**config.mk**
```make
export PLATFORM = sky130hd
export DESIGN_NAME = dwpr_dram_flat
export DESIGN_NICKNAME = d
export VERILOG_FILES = /design/src/include/dwpr_pkg.sv /design/src/include/dwpr_if.sv /design/src/verilog/dwpr_dram.sv /design/src/flat_wrapper.sv
export SDC_FILE = /design/constraint.sdc
export NUM_CORES = 1
export LEC_CHECK = 0
export BUFFER_PORTS_ARGS = -buffer_cell sky130_fd_sc_hd__buf_2
export CAP_MARGIN = 20
export CELL_PAD_IN_SITES_DETAIL_PLACEMENT = 1
export CELL_PAD_IN_SITES_GLOBAL_PLACEMENT = 2
export CORE_MARGIN = 1.5
export CORE_UTILIZATION = 50
export DETAILED_ROUTE_END_ITERATION = 12
export PLACE_DENSITY_LB_ADDON = 0.1
export SETUP_SLACK_MARGIN = 0.05
export SLEW_MARGIN = 20
export SYNTH_ARGS = -nofsm -noshare
export SYNTH_HDL_FRONTEND = slang
export SYNTH_SLANG_ARGS = --single-unit
```
**constraint.sdc**
```tcl
create_clock -name clk_sys -period 10.03 [get_ports clk_sys]
set_clock_uncertainty 0.2 [all_clocks]
set_input_delay 0 -clock clk_sys [delete_from_list [all_inputs] [get_ports clk_sys]]
set_output_delay 0 -clock clk_sys [all_outputs]
set_load 0.01 [all_outputs]
```
**src/include/dwpr_pkg.sv**
```systemverilog
// Shared constants and types for the write, precharge and refresh model
`default_nettype none
package dwpr_pkg;
	localparam int DWPR_BA_W = 3;
	localparam int DWPR_NBANK = 8;
	localparam int DWPR_ADDR_W = 16;
	localparam int DWPR_COL_W = 10;
	localparam int DWPR_DQ_W = 8;
	localparam int DWPR_A10 = 10;
	localparam int DWPR_A12 = 12;
	localparam int DWPR_MEM_W = 6;
	localparam int DWPR_MEM_DEPTH = 64;
	localparam int DWPR_CLK_NS = 10;
	localparam int DWPR_TRP_NS = 15;
	localparam int DWPR_TRP_CYC = (DWPR_TRP_NS + DWPR_CLK_NS - 1) / DWPR_CLK_NS;
	localparam int DWPR_TRFC_NS = 160;
	localparam int DWPR_TRFC_CYC =
		(DWPR_TRFC_NS + DWPR_CLK_NS - 1) / DWPR_CLK_NS;
	localparam int DWPR_TREFI_NS = 7800;
	localparam int DWPR_TREFI_CYC = DWPR_TREFI_NS / DWPR_CLK_NS;
	localparam int DWPR_TREFI_HOT_NS = 3900;
	localparam int DWPR_TREFI_HOT_CYC = DWPR_TREFI_HOT_NS / DWPR_CLK_NS;
	localparam int DWPR_VREF_WAIT_CYC = 512;
	localparam int DWPR_MAX_POSTED = 8;
	localparam int DWPR_BEATS_CHOP = 4;
	localparam int DWPR_BEATS_FULL = 8;
	localparam int DWPR_CNT_W = 10;
	localparam logic [DWPR_CNT_W-1:0] DWPR_TRP_Q =
		DWPR_CNT_W'(DWPR_TRP_CYC);
	localparam logic [DWPR_CNT_W-1:0] DWPR_TRFC_Q =
		DWPR_CNT_W'(DWPR_TRFC_CYC);
	localparam logic [DWPR_CNT_W-1:0] DWPR_VREF_Q =
		DWPR_CNT_W'(DWPR_VREF_WAIT_CYC);
	localparam logic [3:0] DWPR_CHOP_Q = 4'(DWPR_BEATS_CHOP);
	localparam logic [3:0] DWPR_FULL_Q = 4'(DWPR_BEATS_FULL);
	// Command code {row, col, we} strobes, active low
	localparam logic [2:0] DWPR_CMD_WRITE = 3'h4;
	localparam logic [2:0] DWPR_CMD_PRE = 3'h2;
	localparam logic [2:0] DWPR_CMD_REF = 3'h1;
	localparam logic [2:0] DWPR_CMD_ACT = 3'h3;
	localparam logic [2:0] DWPR_CMD_NOP = 3'h7;
	typedef enum logic [1:0] {
		DWPR_BK_IDLE = 2'h0,
		DWPR_BK_ACTIVE = 2'h1,
		DWPR_BK_PRECH = 2'h3
	} dwpr_bank_e;
	typedef enum logic [1:0] {
		DWPR_DV_NORMAL = 2'h0,
		DWPR_DV_REFRESH = 2'h1,
		DWPR_DV_SELF = 2'h3
	} dwpr_dev_e;
endpackage : dwpr_pkg
`default_nettype wire

```
**src/include/dwpr_if.sv**
```systemverilog
// Command bus between controller and memory device
`default_nettype none
interface dwpr_if;
	import dwpr_pkg::*;
	logic cke;
	logic cs_n;
	logic ras_n;
	logic cas_n;
	logic we_n;
	logic [DWPR_BA_W-1:0] ba;
	logic [DWPR_ADDR_W-1:0] addr;
	logic [DWPR_DQ_W-1:0] dq;
	logic dm;
	modport ctrl (output cke, cs_n, ras_n, cas_n, we_n, ba, addr, dq, dm);
	modport dram (input cke, cs_n, ras_n, cas_n, we_n, ba, addr, dq, dm);
endinterface : dwpr_if
`default_nettype wire

```
**src/verilog/dwpr_dram.sv**
```systemverilog
// Memory device end: bank states, burst write, precharge, refresh
`default_nettype none
module dwpr_dram
	import dwpr_pkg::*;
(
	// Clock and reset
	input wire logic clk_sys,
	input wire logic nrst,
	// Command bus
	dwpr_if.dram bus,
	// Mode and status
	input wire logic otf_en,
	input wire logic mode_full,
	output logic self_refresh,
	output logic refreshing,
	output logic [DWPR_NBANK-1:0] bank_open,
	output logic [DWPR_ADDR_W-1:0] refresh_row,
	// Array read port
	input wire logic [DWPR_MEM_W-1:0] rd_addr,
	output logic [DWPR_DQ_W-1:0] rd_data,
	output logic error
);
	typedef struct packed {
		logic [DWPR_NBANK-1:0][1:0] bk;
		logic [DWPR_NBANK-1:0][DWPR_CNT_W-1:0] pcnt;
		dwpr_dev_e dev;
		logic [DWPR_CNT_W-1:0] rcnt;
		logic cke_prev;
		logic wr_act;
		logic [3:0] beats;
		logic [3:0] beat;
		logic [DWPR_BA_W-1:0] wbank;
		logic [DWPR_MEM_W-1:0] waddr;
		logic wap;
		logic [DWPR_ADDR_W-1:0] rrow;
		logic [DWPR_DQ_W-1:0] rd;
		logic err;
	} dwpr_dram_s;
	dwpr_dram_s st_q, st_d;
	logic [DWPR_DQ_W-1:0] mem_q [DWPR_MEM_DEPTH];
	logic sel, wr_cmd, pre_cmd, ref_cmd, act_cmd, mem_we;
	logic [2:0] code;
	logic [DWPR_MEM_W-1:0] mem_a;

	// ----------------------------------------
	// Command decode
	// ----------------------------------------
	always_comb begin
		code = {bus.ras_n, bus.cas_n, bus.we_n};
		sel = !bus.cs_n && bus.cke && st_q.cke_prev;
		wr_cmd = sel && code == DWPR_CMD_WRITE;
		pre_cmd = sel && code == DWPR_CMD_PRE;
		act_cmd = sel && code == DWPR_CMD_ACT;
		ref_cmd = !bus.cs_n && st_q.cke_prev && code == DWPR_CMD_REF;
	end

	// ----------------------------------------
	// Next state
	// ----------------------------------------
	always_comb begin
		st_d = st_q;
		mem_we = 1'b0;
		mem_a = st_q.waddr + DWPR_MEM_W'(st_q.beat);
		st_d.cke_prev = bus.cke;
		st_d.rd = mem_q[rd_addr];
		for (int b = 0; b < DWPR_NBANK; b++) begin
			if (st_q.bk[b] == DWPR_BK_PRECH) begin
				if (st_q.pcnt[b] <= DWPR_CNT_W'(1)) begin
					st_d.bk[b] = DWPR_BK_IDLE;
				end else begin
					st_d.pcnt[b] = st_q.pcnt[b] - DWPR_CNT_W'(1);
				end
			end
		end
		// Burst data, other banks may run meanwhile
		if (st_q.wr_act) begin
			mem_we = !bus.dm;
			st_d.beat = st_q.beat + 4'h1;
			if (st_q.beat + 4'h1 == st_q.beats) begin
				st_d.wr_act = 1'b0;
				if (st_q.wap) begin
					st_d.bk[st_q.wbank] = DWPR_BK_PRECH;
					st_d.pcnt[st_q.wbank] = DWPR_TRP_Q;
				end
			end
		end
		case (st_q.dev)
			DWPR_DV_NORMAL: begin
				if (wr_cmd) begin
					if (st_q.bk[bus.ba] != DWPR_BK_ACTIVE || st_q.wr_act) begin
						st_d.err = 1'b1;
					end else begin
						st_d.wr_act = 1'b1;
						st_d.beat = 4'h0;
						st_d.wbank = bus.ba;
						st_d.waddr = {bus.ba, bus.addr[2:0]};
						st_d.wap = bus.addr[DWPR_A10];
						st_d.beats = (otf_en ? bus.addr[DWPR_A12] : mode_full)
							? DWPR_FULL_Q : DWPR_CHOP_Q;
					end
				end
				if (act_cmd) begin
					if (st_q.bk[bus.ba] != DWPR_BK_IDLE) begin
						st_d.err = 1'b1;
					end else begin
						st_d.bk[bus.ba] = DWPR_BK_ACTIVE;
					end
				end
				if (pre_cmd) begin
					for (int b = 0; b < DWPR_NBANK; b++) begin
						if (bus.addr[DWPR_A10] || bus.ba == DWPR_BA_W'(b)) begin
							if (st_q.bk[b] == DWPR_BK_ACTIVE) begin
								st_d.bk[b] = DWPR_BK_PRECH;
								st_d.pcnt[b] = DWPR_TRP_Q;
							end else if (st_q.bk[b] == DWPR_BK_PRECH) begin
								st_d.pcnt[b] = DWPR_TRP_Q;
							end
						end
					end
				end
				if (ref_cmd) begin
					st_d.rrow = st_q.rrow + DWPR_ADDR_W'(1);
					st_d.rcnt = DWPR_TRFC_Q;
					if (!bus.cke) begin
						st_d.dev = DWPR_DV_SELF;
					end else begin
						st_d.dev = DWPR_DV_REFRESH;
					end
				end
			end
			DWPR_DV_REFRESH: begin
				if (sel && code != DWPR_CMD_NOP) begin
					st_d.err = 1'b1;
				end
				if (st_q.rcnt <= DWPR_CNT_W'(1)) begin
					st_d.dev = DWPR_DV_NORMAL;
				end else begin
					st_d.rcnt = st_q.rcnt - DWPR_CNT_W'(1);
				end
			end
			DWPR_DV_SELF: begin
				// Array held, no command taken until cke returns
				if (bus.cke) begin
					st_d.dev = DWPR_DV_NORMAL;
				end
			end
			default: st_d.dev = DWPR_DV_NORMAL;
		endcase
	end

	// ----------------------------------------
	// Registers and array
	// ----------------------------------------
	always_ff @(posedge clk_sys) begin
		if (!nrst) begin
			st_q <= '0;
		end else begin
			st_q <= st_d;
		end
	end

	always_ff @(posedge clk_sys) begin
		if (mem_we) begin
			mem_q[mem_a] <= bus.dq;
		end
	end

	always_comb begin
		for (int b = 0; b < DWPR_NBANK; b++) begin
			bank_open[b] = st_q.bk[b] == DWPR_BK_ACTIVE;
		end
	end
	assign self_refresh = st_q.dev == DWPR_DV_SELF;
	assign refreshing = st_q.dev == DWPR_DV_REFRESH;
	assign refresh_row = st_q.rrow;
	assign rd_data = st_q.rd;
	assign error = st_q.err;
endmodule : dwpr_dram
`default_nettype wire

```
**src/flat_wrapper.sv**
```systemverilog
// flat-port wrapper written by rule: the top's interface ports become plain ports
module dwpr_dram_flat import dwpr_pkg::*;
  (clk_sys, nrst, otf_en, mode_full, self_refresh, refreshing, bank_open, refresh_row, rd_addr, rd_data, error, bus_cke, bus_cs_n, bus_ras_n, bus_cas_n, bus_we_n, bus_ba, bus_addr, bus_dq, bus_dm);
  dwpr_if bus_i ();
  input wire logic clk_sys;
  input wire logic nrst;
  input wire logic otf_en;
  input wire logic mode_full;
  output logic self_refresh;
  output logic refreshing;
  output logic [DWPR_NBANK-1:0] bank_open;
  output logic [DWPR_ADDR_W-1:0] refresh_row;
  input wire logic [DWPR_MEM_W-1:0] rd_addr;
  output logic [DWPR_DQ_W-1:0] rd_data;
  output logic error;
  input wire logic [$bits(bus_i.cke)-1:0] bus_cke;
  input wire logic [$bits(bus_i.cs_n)-1:0] bus_cs_n;
  input wire logic [$bits(bus_i.ras_n)-1:0] bus_ras_n;
  input wire logic [$bits(bus_i.cas_n)-1:0] bus_cas_n;
  input wire logic [$bits(bus_i.we_n)-1:0] bus_we_n;
  input wire logic [$bits(bus_i.ba)-1:0] bus_ba;
  input wire logic [$bits(bus_i.addr)-1:0] bus_addr;
  input wire logic [$bits(bus_i.dq)-1:0] bus_dq;
  input wire logic [$bits(bus_i.dm)-1:0] bus_dm;
  assign bus_i.cke = bus_cke;
  assign bus_i.cs_n = bus_cs_n;
  assign bus_i.ras_n = bus_ras_n;
  assign bus_i.cas_n = bus_cas_n;
  assign bus_i.we_n = bus_we_n;
  assign bus_i.ba = bus_ba;
  assign bus_i.addr = bus_addr;
  assign bus_i.dq = bus_dq;
  assign bus_i.dm = bus_dm;
  dwpr_dram u_core (.clk_sys(clk_sys), .nrst(nrst), .bus(bus_i), .otf_en(otf_en), .mode_full(mode_full), .self_refresh(self_refresh), .refreshing(refreshing), .bank_open(bank_open), .refresh_row(refresh_row), .rd_addr(rd_addr), .rd_data(rd_data), .error(error));
endmodule
```
==> run metrics, run 1 <==
status finished clean; global-route wire length before repair between 100000 and 150000 µm; Syn-to-layout area delta 14.1%; via count of the first global-routing pass 17.0k; final critical-path share of the clock period 0.377; maximum number of buffers from clock root to sink 3; Final Critical Period ~3.8 ns; cells after synthesis 1817; startpoint type of the worst setup path register; number of ports placed on the die boundary 78; number of synthesized flops with an enable pin 512; number of synthesized register bits 660; top achievable clock speed 0.264 GHz; Max transition margin 0.286; main combinational cell family by area after synthesis multiplexers; core region area 0.0550 mm²; fin cells roughly 2.8k; H-tree levels 3; leading cell types by total area after synthesis edfxtp_1 (55%), dfxtp_1 (11%), mux4_2 (9.6%); Max Cap Violations 0; Max FO, Critical Path 16; Critical Path RT 10.14 ns; Compound-Gate Fraction of Synth Area 0.0490; layout cell share with drive strength beyond 1 0.197; fill cell total of the finished layout 5143; number of input and output port buffers inserted between 60 and 70; worst vdd ir 111 µV; DRC 0; pwr dens 181 mW/mm²; portion of netlist area occupied by mux cells 0.124; proportion of netlist area held by the largest area contributor 0.553; CTS tree done; detailed-routing iteration count for the pre-antenna-repair pass 5; clock-pin slew on the worst setup and hold paths about 0.06 ns; die outline width 239 µm; Final Power roughly 5.8 mW; total track usage 0.242; Setup violations, final 0; list of most frequent post-synthesis cells edfxtp_1 (512), dfxtp_1 (148), nor2_1 (141); worst setup path class reg2reg; weighted congestion at the end of routability-driven global placement 0.794; setup tns final 0 ns; final HPWL from detailed placement between 40000 and 50000 µm; proportion of synthesized chip area in sequential cells 0.660; initial detailed-routing violation count between 1k and 1.5k; XOR/XNOR share of the synthesized area 0.0305; Congestion Overflow GR 0; hold violation total from the final report 0; die outline area 0.0570 mm²; most numerous cell in the Yosys netlist edfxtp_1; wirelength, routed 67900 µm; DR WL/cell between 20 and 25 µm; number of nets in the layout 2035; post-synthesis instance area 0.0278 mm²; leakage power of the design 10.7 nW; worst hold-check path type in2reg; share of synthesized cell area in full adder, half adder and majority cells 0.0120; drt via density just under 6; actual slew at the worst max-slew pin 1.06 ns; post-synth net total 1886; number of warnings issued by yosys 0; top cell type by total area after synthesis edfxtp_1; setup bufs post-CTS 0; post-cts resize count 0; FFs w/ async S/R, synth 0; TritonCTS Sinks 660; sort of element at the end of the critical path register; TritonCTS Buffers 70; per-instance average area after synthesis roughly 15 µm²; unrepaired setup endpoints after global routing no; initial cell density of the core 0.506; source-to-sink clock delay at the later pin of the worst-skew pair approximately 0.60 ns; most used flip-flop cell after synthesis edfxtp_1; CTS Root Buffer Type clkbuf_16; standard-cell rows 86; Post-CTS Hold Fix Bufs 30; final core utilization 0.577; Final Max Tran Viols 0; via count of the routed design 16.3k; number of cells in the design after placement 2607; Post-DRT Antenna Nets 0; number of antenna violations at the first check in global routing 0; share of synthesized cell area in and, or, nand and nor gates 0.0976; Area after DPL 0.0291 mm²; fin area about 0.032 mm²; Antenna Cells 0; data arrival time at the worst-slack endpoint 3.90 ns; Vert. Die Dim 239 µm; number of different library cells in the post-synthesis netlist 75; largest net degree at the start of global routing 68
-- per-layer routing --
metal | GRT usage | wire length (µm) | vias to the layer above
li1 | - | - | 7373
met1 | 0.328 | 29100 | 8424
met2 | 0.403 | 33700 | 403
met3 | 0.0401 | 3410 | 90
met4 | 0.0735 | 1630 | 0
met5 | 0 | 0 | -
-- sequential cells by signal, indices dropped and copies added (netlist names) --
name	count
u_core.mem_q	512
u_core.st_q	123
u_core.refresh_row	16
u_core.rd_data	8
u_core.error	1
-- final timing paths --
check	start	endpoint	slack, ns	cells after the start
min reg2reg	u_core.st_q[86]	u_core.st_q[86]	0.28	2
max	u_core.st_q[35]	u_core.mem_q[21][3]	6.25	8
min	bus_addr[2]	u_core.st_q[28]	0.06	4
max reg2reg	u_core.st_q[35]	u_core.mem_q[21][3]	6.25	8
-- logic make-up (layout without fill, tap and decap cells) --
logic type | Yosys count | in the layout
multiplexers | 165 | 165
AO/OA/AOI/OAI | 203 | 203
flip-flops | 660 | 660
AND/OR/NAND/NOR | 528 | 528
adder cells (fa/ha/maj) | 26 | 26
buffers and inverters | 140 | 345
XOR/XNOR | 95 | 95
-- cell usage in the layout, fill, tap and decap left out, types with 54 or more instances in the layout --
cell	n
buf_2	59
xor2_1	54
buf_4	83
nor3_1	102
mux4_2	118
edfxtp_1	512
dfxtp_1	148
nor2_1	141
nand2_1	68
clkbuf_16	73
-- worst max-delay path, cell delays in order (launching register included) --
cell     delay, ns
dfxtp_1       0.37
ha_1          0.23
fa_1          0.44
a21o_1        0.19
a21oi_1       0.25
xnor2_1       0.19
nand2_1       0.51
nor3_1        0.79
buf_2         0.30
-- metrics by stage --
| step | worst slack, ns | hold slack (ns) |
|---|---|---|
| final | 6.25 | 0.0635 |
| after global routing | 6.02 | 0.0728 |
| after CTS | 6.23 | 0.0228 |
| after detailed placement | 6.16 | 0.0686 |
| after global placement | 6.14 | 0.0679 |
| after floorplan | 6.86 | -0.122 |
-- power breakdown --
group / switching, mW / internal (mW) / leakage [nW] / total [mW]
Combinational: 0.144 / 0.0867 / 3.79 / 0.230
Sequential: 0.00276 / 2.95 / 5.79 / 2.95
Clock: 1.07 / 1.50 / 1.11 / 2.57
Total: 1.22 / 4.53 / 10.7 / 5.75
-- cell type report --
cell class	count	area (µm²)	share of cell area
tap	748	936	0.0295
inverter	38	143	0.00450
multi-input combinational	1017	8740	0.276
clock inverter	38	370	0.0117
clock buffer	90	1900	0.0599
timing repair buffer	179	1290	0.0407
sequential	660	18300	0.578
Power figures use the tool's default switching activity.
==> run 2: changes to the inputs <==
Settings changed: ABC_AREA set to 1, CORE_UTILIZATION 50 to 41.
Clock period 10.03 ns to 3.75 ns, I/O delays scaled along.
==> run 2 against run 1 <==
Worst setup slack worse by 5.6 ns. Sequential power increased to 2.7 times the previous value. Synthesized area grew 5.0%. Maximum frequency grew 20%. Critical endpoint is now u_core.mem_q[56][6].
==> run metrics, run 2 <==
Net Sw Frac 0.222 (was 0.212); number of ports placed on the die boundary 78 (unchanged); status finished clean (unchanged); most numerous cell in the Yosys netlist nand2_1 (was edfxtp_1); Post-DRT Antenna Nets 0 (unchanged); worst hold path endpoint u_core.mem_q[37][2] (was u_core.st_q[28]); Vert. Die Dim 270 µm (was 239 µm); Congestion Overflow GR 0 (unchanged); sort of element at the end of the critical path register (unchanged); worst setup path class reg2reg (unchanged); total track usage 0.231 (was 0.242); list of most frequent post-synthesis cells nand2_1 (888), edfxtp_1 (512), nand3_1 (504) (was edfxtp_1 (512), dfxtp_1 (148), nor2_1 (141)); r2r setup slk 0.60 ns (was 6.25 ns); most common cell after layout, fill and taps aside nand2_1 (was edfxtp_1); proportion of synthesized chip area in sequential cells 0.628 (was 0.660); Final Critical Period 3.15 ns (was 3.78 ns); Post-CTS Hold Fix Bufs 43 (was 30); core region area 0.0703 mm² (was 0.0550 mm²); source-to-sink clock delay at the later pin of the worst-skew pair 0.61 ns (was 0.60 ns); setup tns final 0 ns (unchanged); number of warnings issued by yosys 0 (unchanged); endpoint of the most critical register-to-register path u_core.mem_q[56][6] (was u_core.mem_q[21][3]); initial cell density of the core 0.415 (was 0.506); initial detailed-routing violation count 1142 (was 1013); post-synth net total 3070 (was 1886); total internal power 12.4 mW (was 4.53 mW); TritonCTS Buffers 74 (was 70); TritonCTS Sinks 660 (unchanged); drt via density 5.19 (was 5.88); CTS tree done (unchanged); worst hold-check path type in2reg (unchanged); H-tree levels 3 (unchanged); setup bufs post-CTS 0 (unchanged); final critical-path share of the clock period 0.839 (was 0.377); final core utilization 0.477 (was 0.577); global-route wire length before repair 130000 µm (was 103000 µm); proportion of netlist area held by the largest area contributor 0.527 (was 0.553); Antenna Cells 0 (unchanged); hold violation total from the final report 0 (unchanged); final HPWL from detailed placement 52900 µm (was 41800 µm); startpoint of the most critical hold path bus_dm (was bus_addr[2]); layout cell share with drive strength beyond 1 0.0969 (was 0.197); unrepaired setup endpoints after global routing no (unchanged); die outline area 0.0728 mm² (was 0.0570 mm²); worst hold-check slack 0.0694 ns (was 0.0635 ns); number of synthesized register bits 660 (unchanged); leading cell types by total area after synthesis edfxtp_1 (53%), nand2_1 (11%), dfxtp_1 (10%) (was edfxtp_1 (55%), dfxtp_1 (11%), mux4_2 (9.6%)); via count of the first global-routing pass 22.5k (was 17.0k); weighted congestion at the end of routability-driven global placement 0.833 (was 0.794); wirelength, routed 83300 µm (was 67900 µm); Final Max Tran Viols 0 (unchanged); most frequent cells in the layout nand2_1 (888), edfxtp_1 (512), nand3_1 (504), nor2_1 (267), dfxtp_1 (148) (was edfxtp_1 (512), dfxtp_1 (148), nor2_1 (141), mux4_2 (118), nor3_1 (102)); sequential share of power 0.495 (was 0.512); Final Power 15.9 mW (was 5.75 mW); most used flip-flop cell after synthesis edfxtp_1 (unchanged); pwr dens 475 mW/mm² (was 181 mW/mm²); register containing the most flip-flops in the final layout u_core.mem_q (unchanged); FFs w/ async S/R, synth 0 (unchanged); Combinational Power Share 0.051 (was 0.040); post-synthesis instance area 0.0292 mm² (was 0.0278 mm²); top achievable clock speed 0.318 GHz (was 0.264 GHz); standard-cell rows 97 (was 86); worst vdd ir 282 µV (was 111 µV); data arrival time at the worst-slack endpoint 3.19 ns (was 3.90 ns); number of cells on the worst reg-to-reg path 9 (was 8); post-cts resize count 0 (unchanged); sw power 3.55 mW (was 1.22 mW); via count of the routed design 21.4k (was 16.3k); flip-flop count of the largest register after layout 512 (unchanged); CTS Root Buffer Type clkbuf_16 (unchanged); DRC 0 (unchanged); top cell type by total area after synthesis edfxtp_1 (unchanged); cells after synthesis 3001 (was 1817); die outline width 270 µm (was 239 µm); Worst path max stage delay 0.56 ns (was 0.79 ns); critical-path cell list ha_1, fa_1, a21oi_1, o21ai_2, xor2_2, buf_4, nor2_2, nand2_2, nor2_1 (was ha_1, fa_1, a21o_1, a21oi_1, xnor2_1, nand2_1, nor3_1, buf_2); actual slew at the worst max-slew pin 0.976 ns (was 1.06 ns); number of synthesized flops with an enable pin 512 (unchanged); Max transition margin 0.350 (was 0.286); slowest stage cell, crit path nor2_1 (was nor3_1); r2r startpoint u_core.st_q[35] (unchanged); number of antenna violations at the first check in global routing 1 (was 0); maximum number of buffers from clock root to sink 3 (unchanged); DR WL/cell 20.2 µm (was 24.5 µm); Critical Path RT 3.79 ns (was 10.14 ns); detailed-routing iteration count for the pre-antenna-repair pass 5 (unchanged); number of input and output port buffers inserted 66 (unchanged); per-instance average area after synthesis 9.73 µm² (was 15.3 µm²); startpoint type of the worst setup path register (unchanged); number of different library cells in the post-synthesis netlist 52 (was 75); Hold Path Cell Cnt 5 (was 4); largest net degree at the start of global routing 129 (was 68); leakage power of the design 13.0 nW (was 10.7 nW); clock network fraction of design power 0.454 (was 0.447); Setup violations, final 0 (unchanged); Max FO, Critical Path 8 (was 16); number of nets in the layout 3187 (was 2035); clock-pin slew on the worst setup and hold paths 0.06 ns (about the same); Syn-to-layout area delta 14.8% (was 14.1%); Max Cap Violations 0 (unchanged)
run 2: metrics by stage:
step | setup WS (ns) | cells | cell area [µm²]
final | 0.604 | 4117 | 33500
after global routing | 0.398 | 4117 | 33500
after CTS | 0.529 | 4116 | 33500
after detailed placement | 0.539 | 3938 | 30700
after global placement | 0.627 | 3938 | 30700
after floorplan | 0.921 | 3001 | 29200
run 2: worst max-delay path: cells and delay by family (launching register included):
family                   cells  cell delay, ns
buffers and inverters        1            0.19
XOR/XNOR                     1            0.19
AND/OR/NAND/NOR              3            0.90
flip-flops                   1            0.36
AO/OA/AOI/OAI                2            0.30
adder cells (fa/ha/maj)      2            0.64
run 2: how the worst max path moves through the flow:
stage / startpoint / end / slack [ns] / cells after the start
floorplan: u_core.st_q[35] / u_core.mem_q[32][0] / 0.92 / 9
global placement: u_core.st_q[35] / u_core.mem_q[56][1] / 0.63 / 9
detailed placement: u_core.st_q[35] / u_core.mem_q[57][6] / 0.54 / 9
CTS: u_core.st_q[35] / u_core.mem_q[57][0] / 0.53 / 9
global route: u_core.st_q[35] / u_core.mem_q[56][6] / 0.40 / 9
finish: u_core.st_q[35] / u_core.mem_q[56][6] / 0.60 / 9
run 2: area by class of cell:
cell class,instances,area [µm²]
timing repair buffer,191,1470
fill,7841,36800
clock inverter,39,425
sequential,660,18300
clock buffer,96,1980
multi-input combinational,2033,9520
inverter,158,603
tap,940,1180
run 2: cells by family after synthesis:
family	count (synthesis)	synth area share
and+or+nand+nor	1783	0.264
DFF	660	0.628
buffers and inverters	308	0.0460
AOI/OAI and AO/OA	157	0.0294
xor gates and xnor gates	66	0.0207
adders and majority gates	26	0.0114
muxes	1	0.000386
run 2: per-layer routing:
| metal | global-route usage | vias to the layer above | routed length, µm |
|---|---|---|---|
| met5 | 0 | - | 12 |
| met4 | 0.0708 | 2 | 2050 |
| met3 | 0.0265 | 119 | 2440 |
| met2 | 0.422 | 289 | 43000 |
| met1 | 0.284 | 10600 | 35800 |
| li1 | - | 10400 | - |
run 2: power by group through the flow:
stage | Clock [mW] | Sequential [mW] | Combinational (mW)
floorplan | 0 | 8.04 | 0.450
global placement | 0 | 8.04 | 0.784
detailed placement | 0 | 8.04 | 0.796
CTS | 7.42 | 7.89 | 0.827
global route | 7.67 | 7.88 | 0.904
finish | 7.23 | 7.89 | 0.815
==> run 3: changes to the inputs <==
Settings changed: CORE_UTILIZATION 41 to 37.
Clock period 3.75 ns to 2.6 ns, I/O delays scaled along.
==> run 3 against run 2 <==
Utilization is 2.1 points lower. Non-clock buffer count rose by 72. Total power is 48% higher. Clock-buffer cell count is 4 higher. Sequential share of layout area decreased by 2.9 points. Global-route usage shrank 1.1 points. Die area grew 11%. Hold slack worse by 0.047 ns. Cell count increased by 4.2%. First-iteration DRC count increased by 3.2%.
==> run metrics, run 3 (synthesized netlist as in run 2, its figures left out) <==
status finished clean (unchanged); die outline width 284 µm (was 270 µm); worst hold-check path type in2reg (unchanged); H-tree levels 3 (unchanged); Setup violations, final 0 (unchanged); source-to-sink clock delay at the later pin of the worst-skew pair 0.61 ns (about the same); Congestion Overflow GR 0 (unchanged); maximum number of buffers from clock root to sink 3 (unchanged); layout cell share with drive strength beyond 1 0.145 (was 0.0969); detailed-routing iteration count for the pre-antenna-repair pass 6 (was 5); actual slew at the worst max-slew pin 0.784 ns (was 0.976 ns); DRC 0 (unchanged); Post-DRT Antenna Nets 0 (unchanged); clock-pin slew on the worst setup and hold paths 0.06 ns (about the same); most common cell after layout, fill and taps aside nand2_1 (unchanged); most frequent cells in the layout nand2_1 (882), edfxtp_1 (512), nand3_1 (503), nor2_1 (212), inv_1 (147) (was nand2_1 (888), edfxtp_1 (512), nand3_1 (504), nor2_1 (267), dfxtp_1 (148)); number of antenna violations at the first check in global routing 1 (unchanged); worst hold-check slack 0.0219 ns (was 0.0694 ns); standard-cell rows 102 (was 97); Critical Path RT 2.73 ns (was 3.79 ns); Max FO, Critical Path 8 (unchanged); number of input and output port buffers inserted 66 (unchanged); top achievable clock speed 0.390 GHz (was 0.318 GHz); flip-flop count of the largest register after layout 512 (unchanged); Final Max Tran Viols 0 (unchanged); worst setup path class reg2reg (unchanged); Final Critical Period 2.56 ns (was 3.15 ns); number of nets in the layout 3260 (was 3187); initial detailed-routing violation count 1178 (was 1142); Max Cap Violations 0 (unchanged); core region area 0.0777 mm² (was 0.0703 mm²); via count of the routed design 21.7k (was 21.4k); initial cell density of the core 0.376 (was 0.415); global-route wire length before repair 136000 µm (was 130000 µm); register containing the most flip-flops in the final layout u_core.mem_q (unchanged); via count of the first global-routing pass 23.0k (was 22.5k); Max transition margin 0.477 (was 0.350); wirelength, routed 88400 µm (was 83300 µm); final core utilization 0.456 (was 0.477); DR WL/cell 20.6 µm (was 20.2 µm); leakage power of the design 13.6 nW (was 13.0 nW); data arrival time at the worst-slack endpoint 2.69 ns (was 3.19 ns); Vert. Die Dim 284 µm (was 270 µm); total track usage 0.220 (was 0.231); final HPWL from detailed placement 59800 µm (was 52900 µm); setup tns final 0 ns (unchanged); final critical-path share of the clock period 0.985 (was 0.839); Syn-to-layout area delta 21.4% (was 14.8%); fin area 0.0354 mm² (was 0.0335 mm²); TritonCTS Buffers 75 (was 74); Final Power 23.5 mW (was 15.9 mW); worst vdd ir 411 µV (was 282 µV); weighted congestion at the end of routability-driven global placement 0.835 (was 0.833); drt via density 5.06 (was 5.19); hold violation total from the final report 0 (unchanged); CTS Root Buffer Type clkbuf_16 (unchanged); sort of element at the end of the critical path register (unchanged); CTS tree done (unchanged); pwr dens 664 mW/mm² (was 475 mW/mm²); die outline area 0.0806 mm² (was 0.0728 mm²); number of ports placed on the die boundary 78 (unchanged); TritonCTS Sinks 660 (unchanged); Area after DPL 0.0316 mm² (was 0.0307 mm²); unrepaired setup endpoints after global routing yes (was no); largest net degree at the start of global routing 83 (was 129); startpoint type of the worst setup path register (unchanged)
==> run 3: cell types whose count changed in the layout (fill, tap and decap cells not counted), sizes merged <==
cell,delta
clkinv,-1
diode,+1
clkinvlp,+1
inv,-3
clkbuf,+5
buf,+78
dlygate4sd3,-7
==> run 3: worst paths after layout <==
check	from	end	slack, ns	cells after the start
max	u_core.st_q[35]	u_core.mem_q[39][6]	0.04	11
min	bus_addr[1]	u_core.st_q[27]	0.02	4
max reg2reg	u_core.st_q[35]	u_core.mem_q[39][6]	0.04	11
min reg2reg	u_core.error	u_core.error	0.25	2
==> run 3: worst max-delay path: stages (launching register included) <==
cell and delay (ns):
dfxtp_2 0.34, ha_4 0.16, fa_2 0.36, a21oi_2 0.15
o21ai_2 0.10, xor2_4 0.26, inv_4 0.07, nor2_4 0.12
buf_12 0.13, nand2_8 0.12, nor2_4 0.13, buf_6 0.14
==> run 3: final cells by class <==
cell class / instances / area [µm²]
tap: 1040 / 1300
multi-input combinational: 2033 / 10100
clock buffer: 100 / 2120
fill: 8580 / 42300
timing repair buffer: 263 / 2560
antenna: 1 / 2.50
sequential: 660 / 18300
clock inverter: 36 / 417
inverter: 158 / 603
==> run 3: layer usage <==
| metal | share of wire | up-vias | GRT usage | routed length (µm) |
|---|---|---|---|---|
| met5 | 0.00017 | - | 0 | 15 |
| met4 | 0.026 | 2 | 0.0660 | 2330 |
| met3 | 0.037 | 126 | 0.0297 | 3290 |
| met2 | 0.51 | 360 | 0.393 | 45100 |
| met1 | 0.43 | 10700 | 0.274 | 37700 |
| li1 | - | 10500 | - | - |
==> run 3: per-stage QoR <==
step	cells	worst slack, ns
after floorplan	3001	-0.0300
after global placement	4104	-0.0788
after detailed placement	4104	-0.112
after CTS	4277	0.0512
after global routing	4290	-0.0621
final	4291	0.0389
==> run 3: power by group <==
part	internal, mW	switching [mW]	total [mW]
Clock	6.55	4.30	10.9
Sequential	11.4	0.00544	11.4
Combinational	0.374	0.924	1.30
Total	18.3	5.23	23.5
==> run 3: what timing repair did <==
action                                 in CTS  in global routing
setup endpoints to repair                 512                541
endpoints found under the hold margin     506                  0
buffers inserted                            1                 13
gates resized for setup                    34                142
pin swaps                                  10                 19
hold buffers                               36                  0
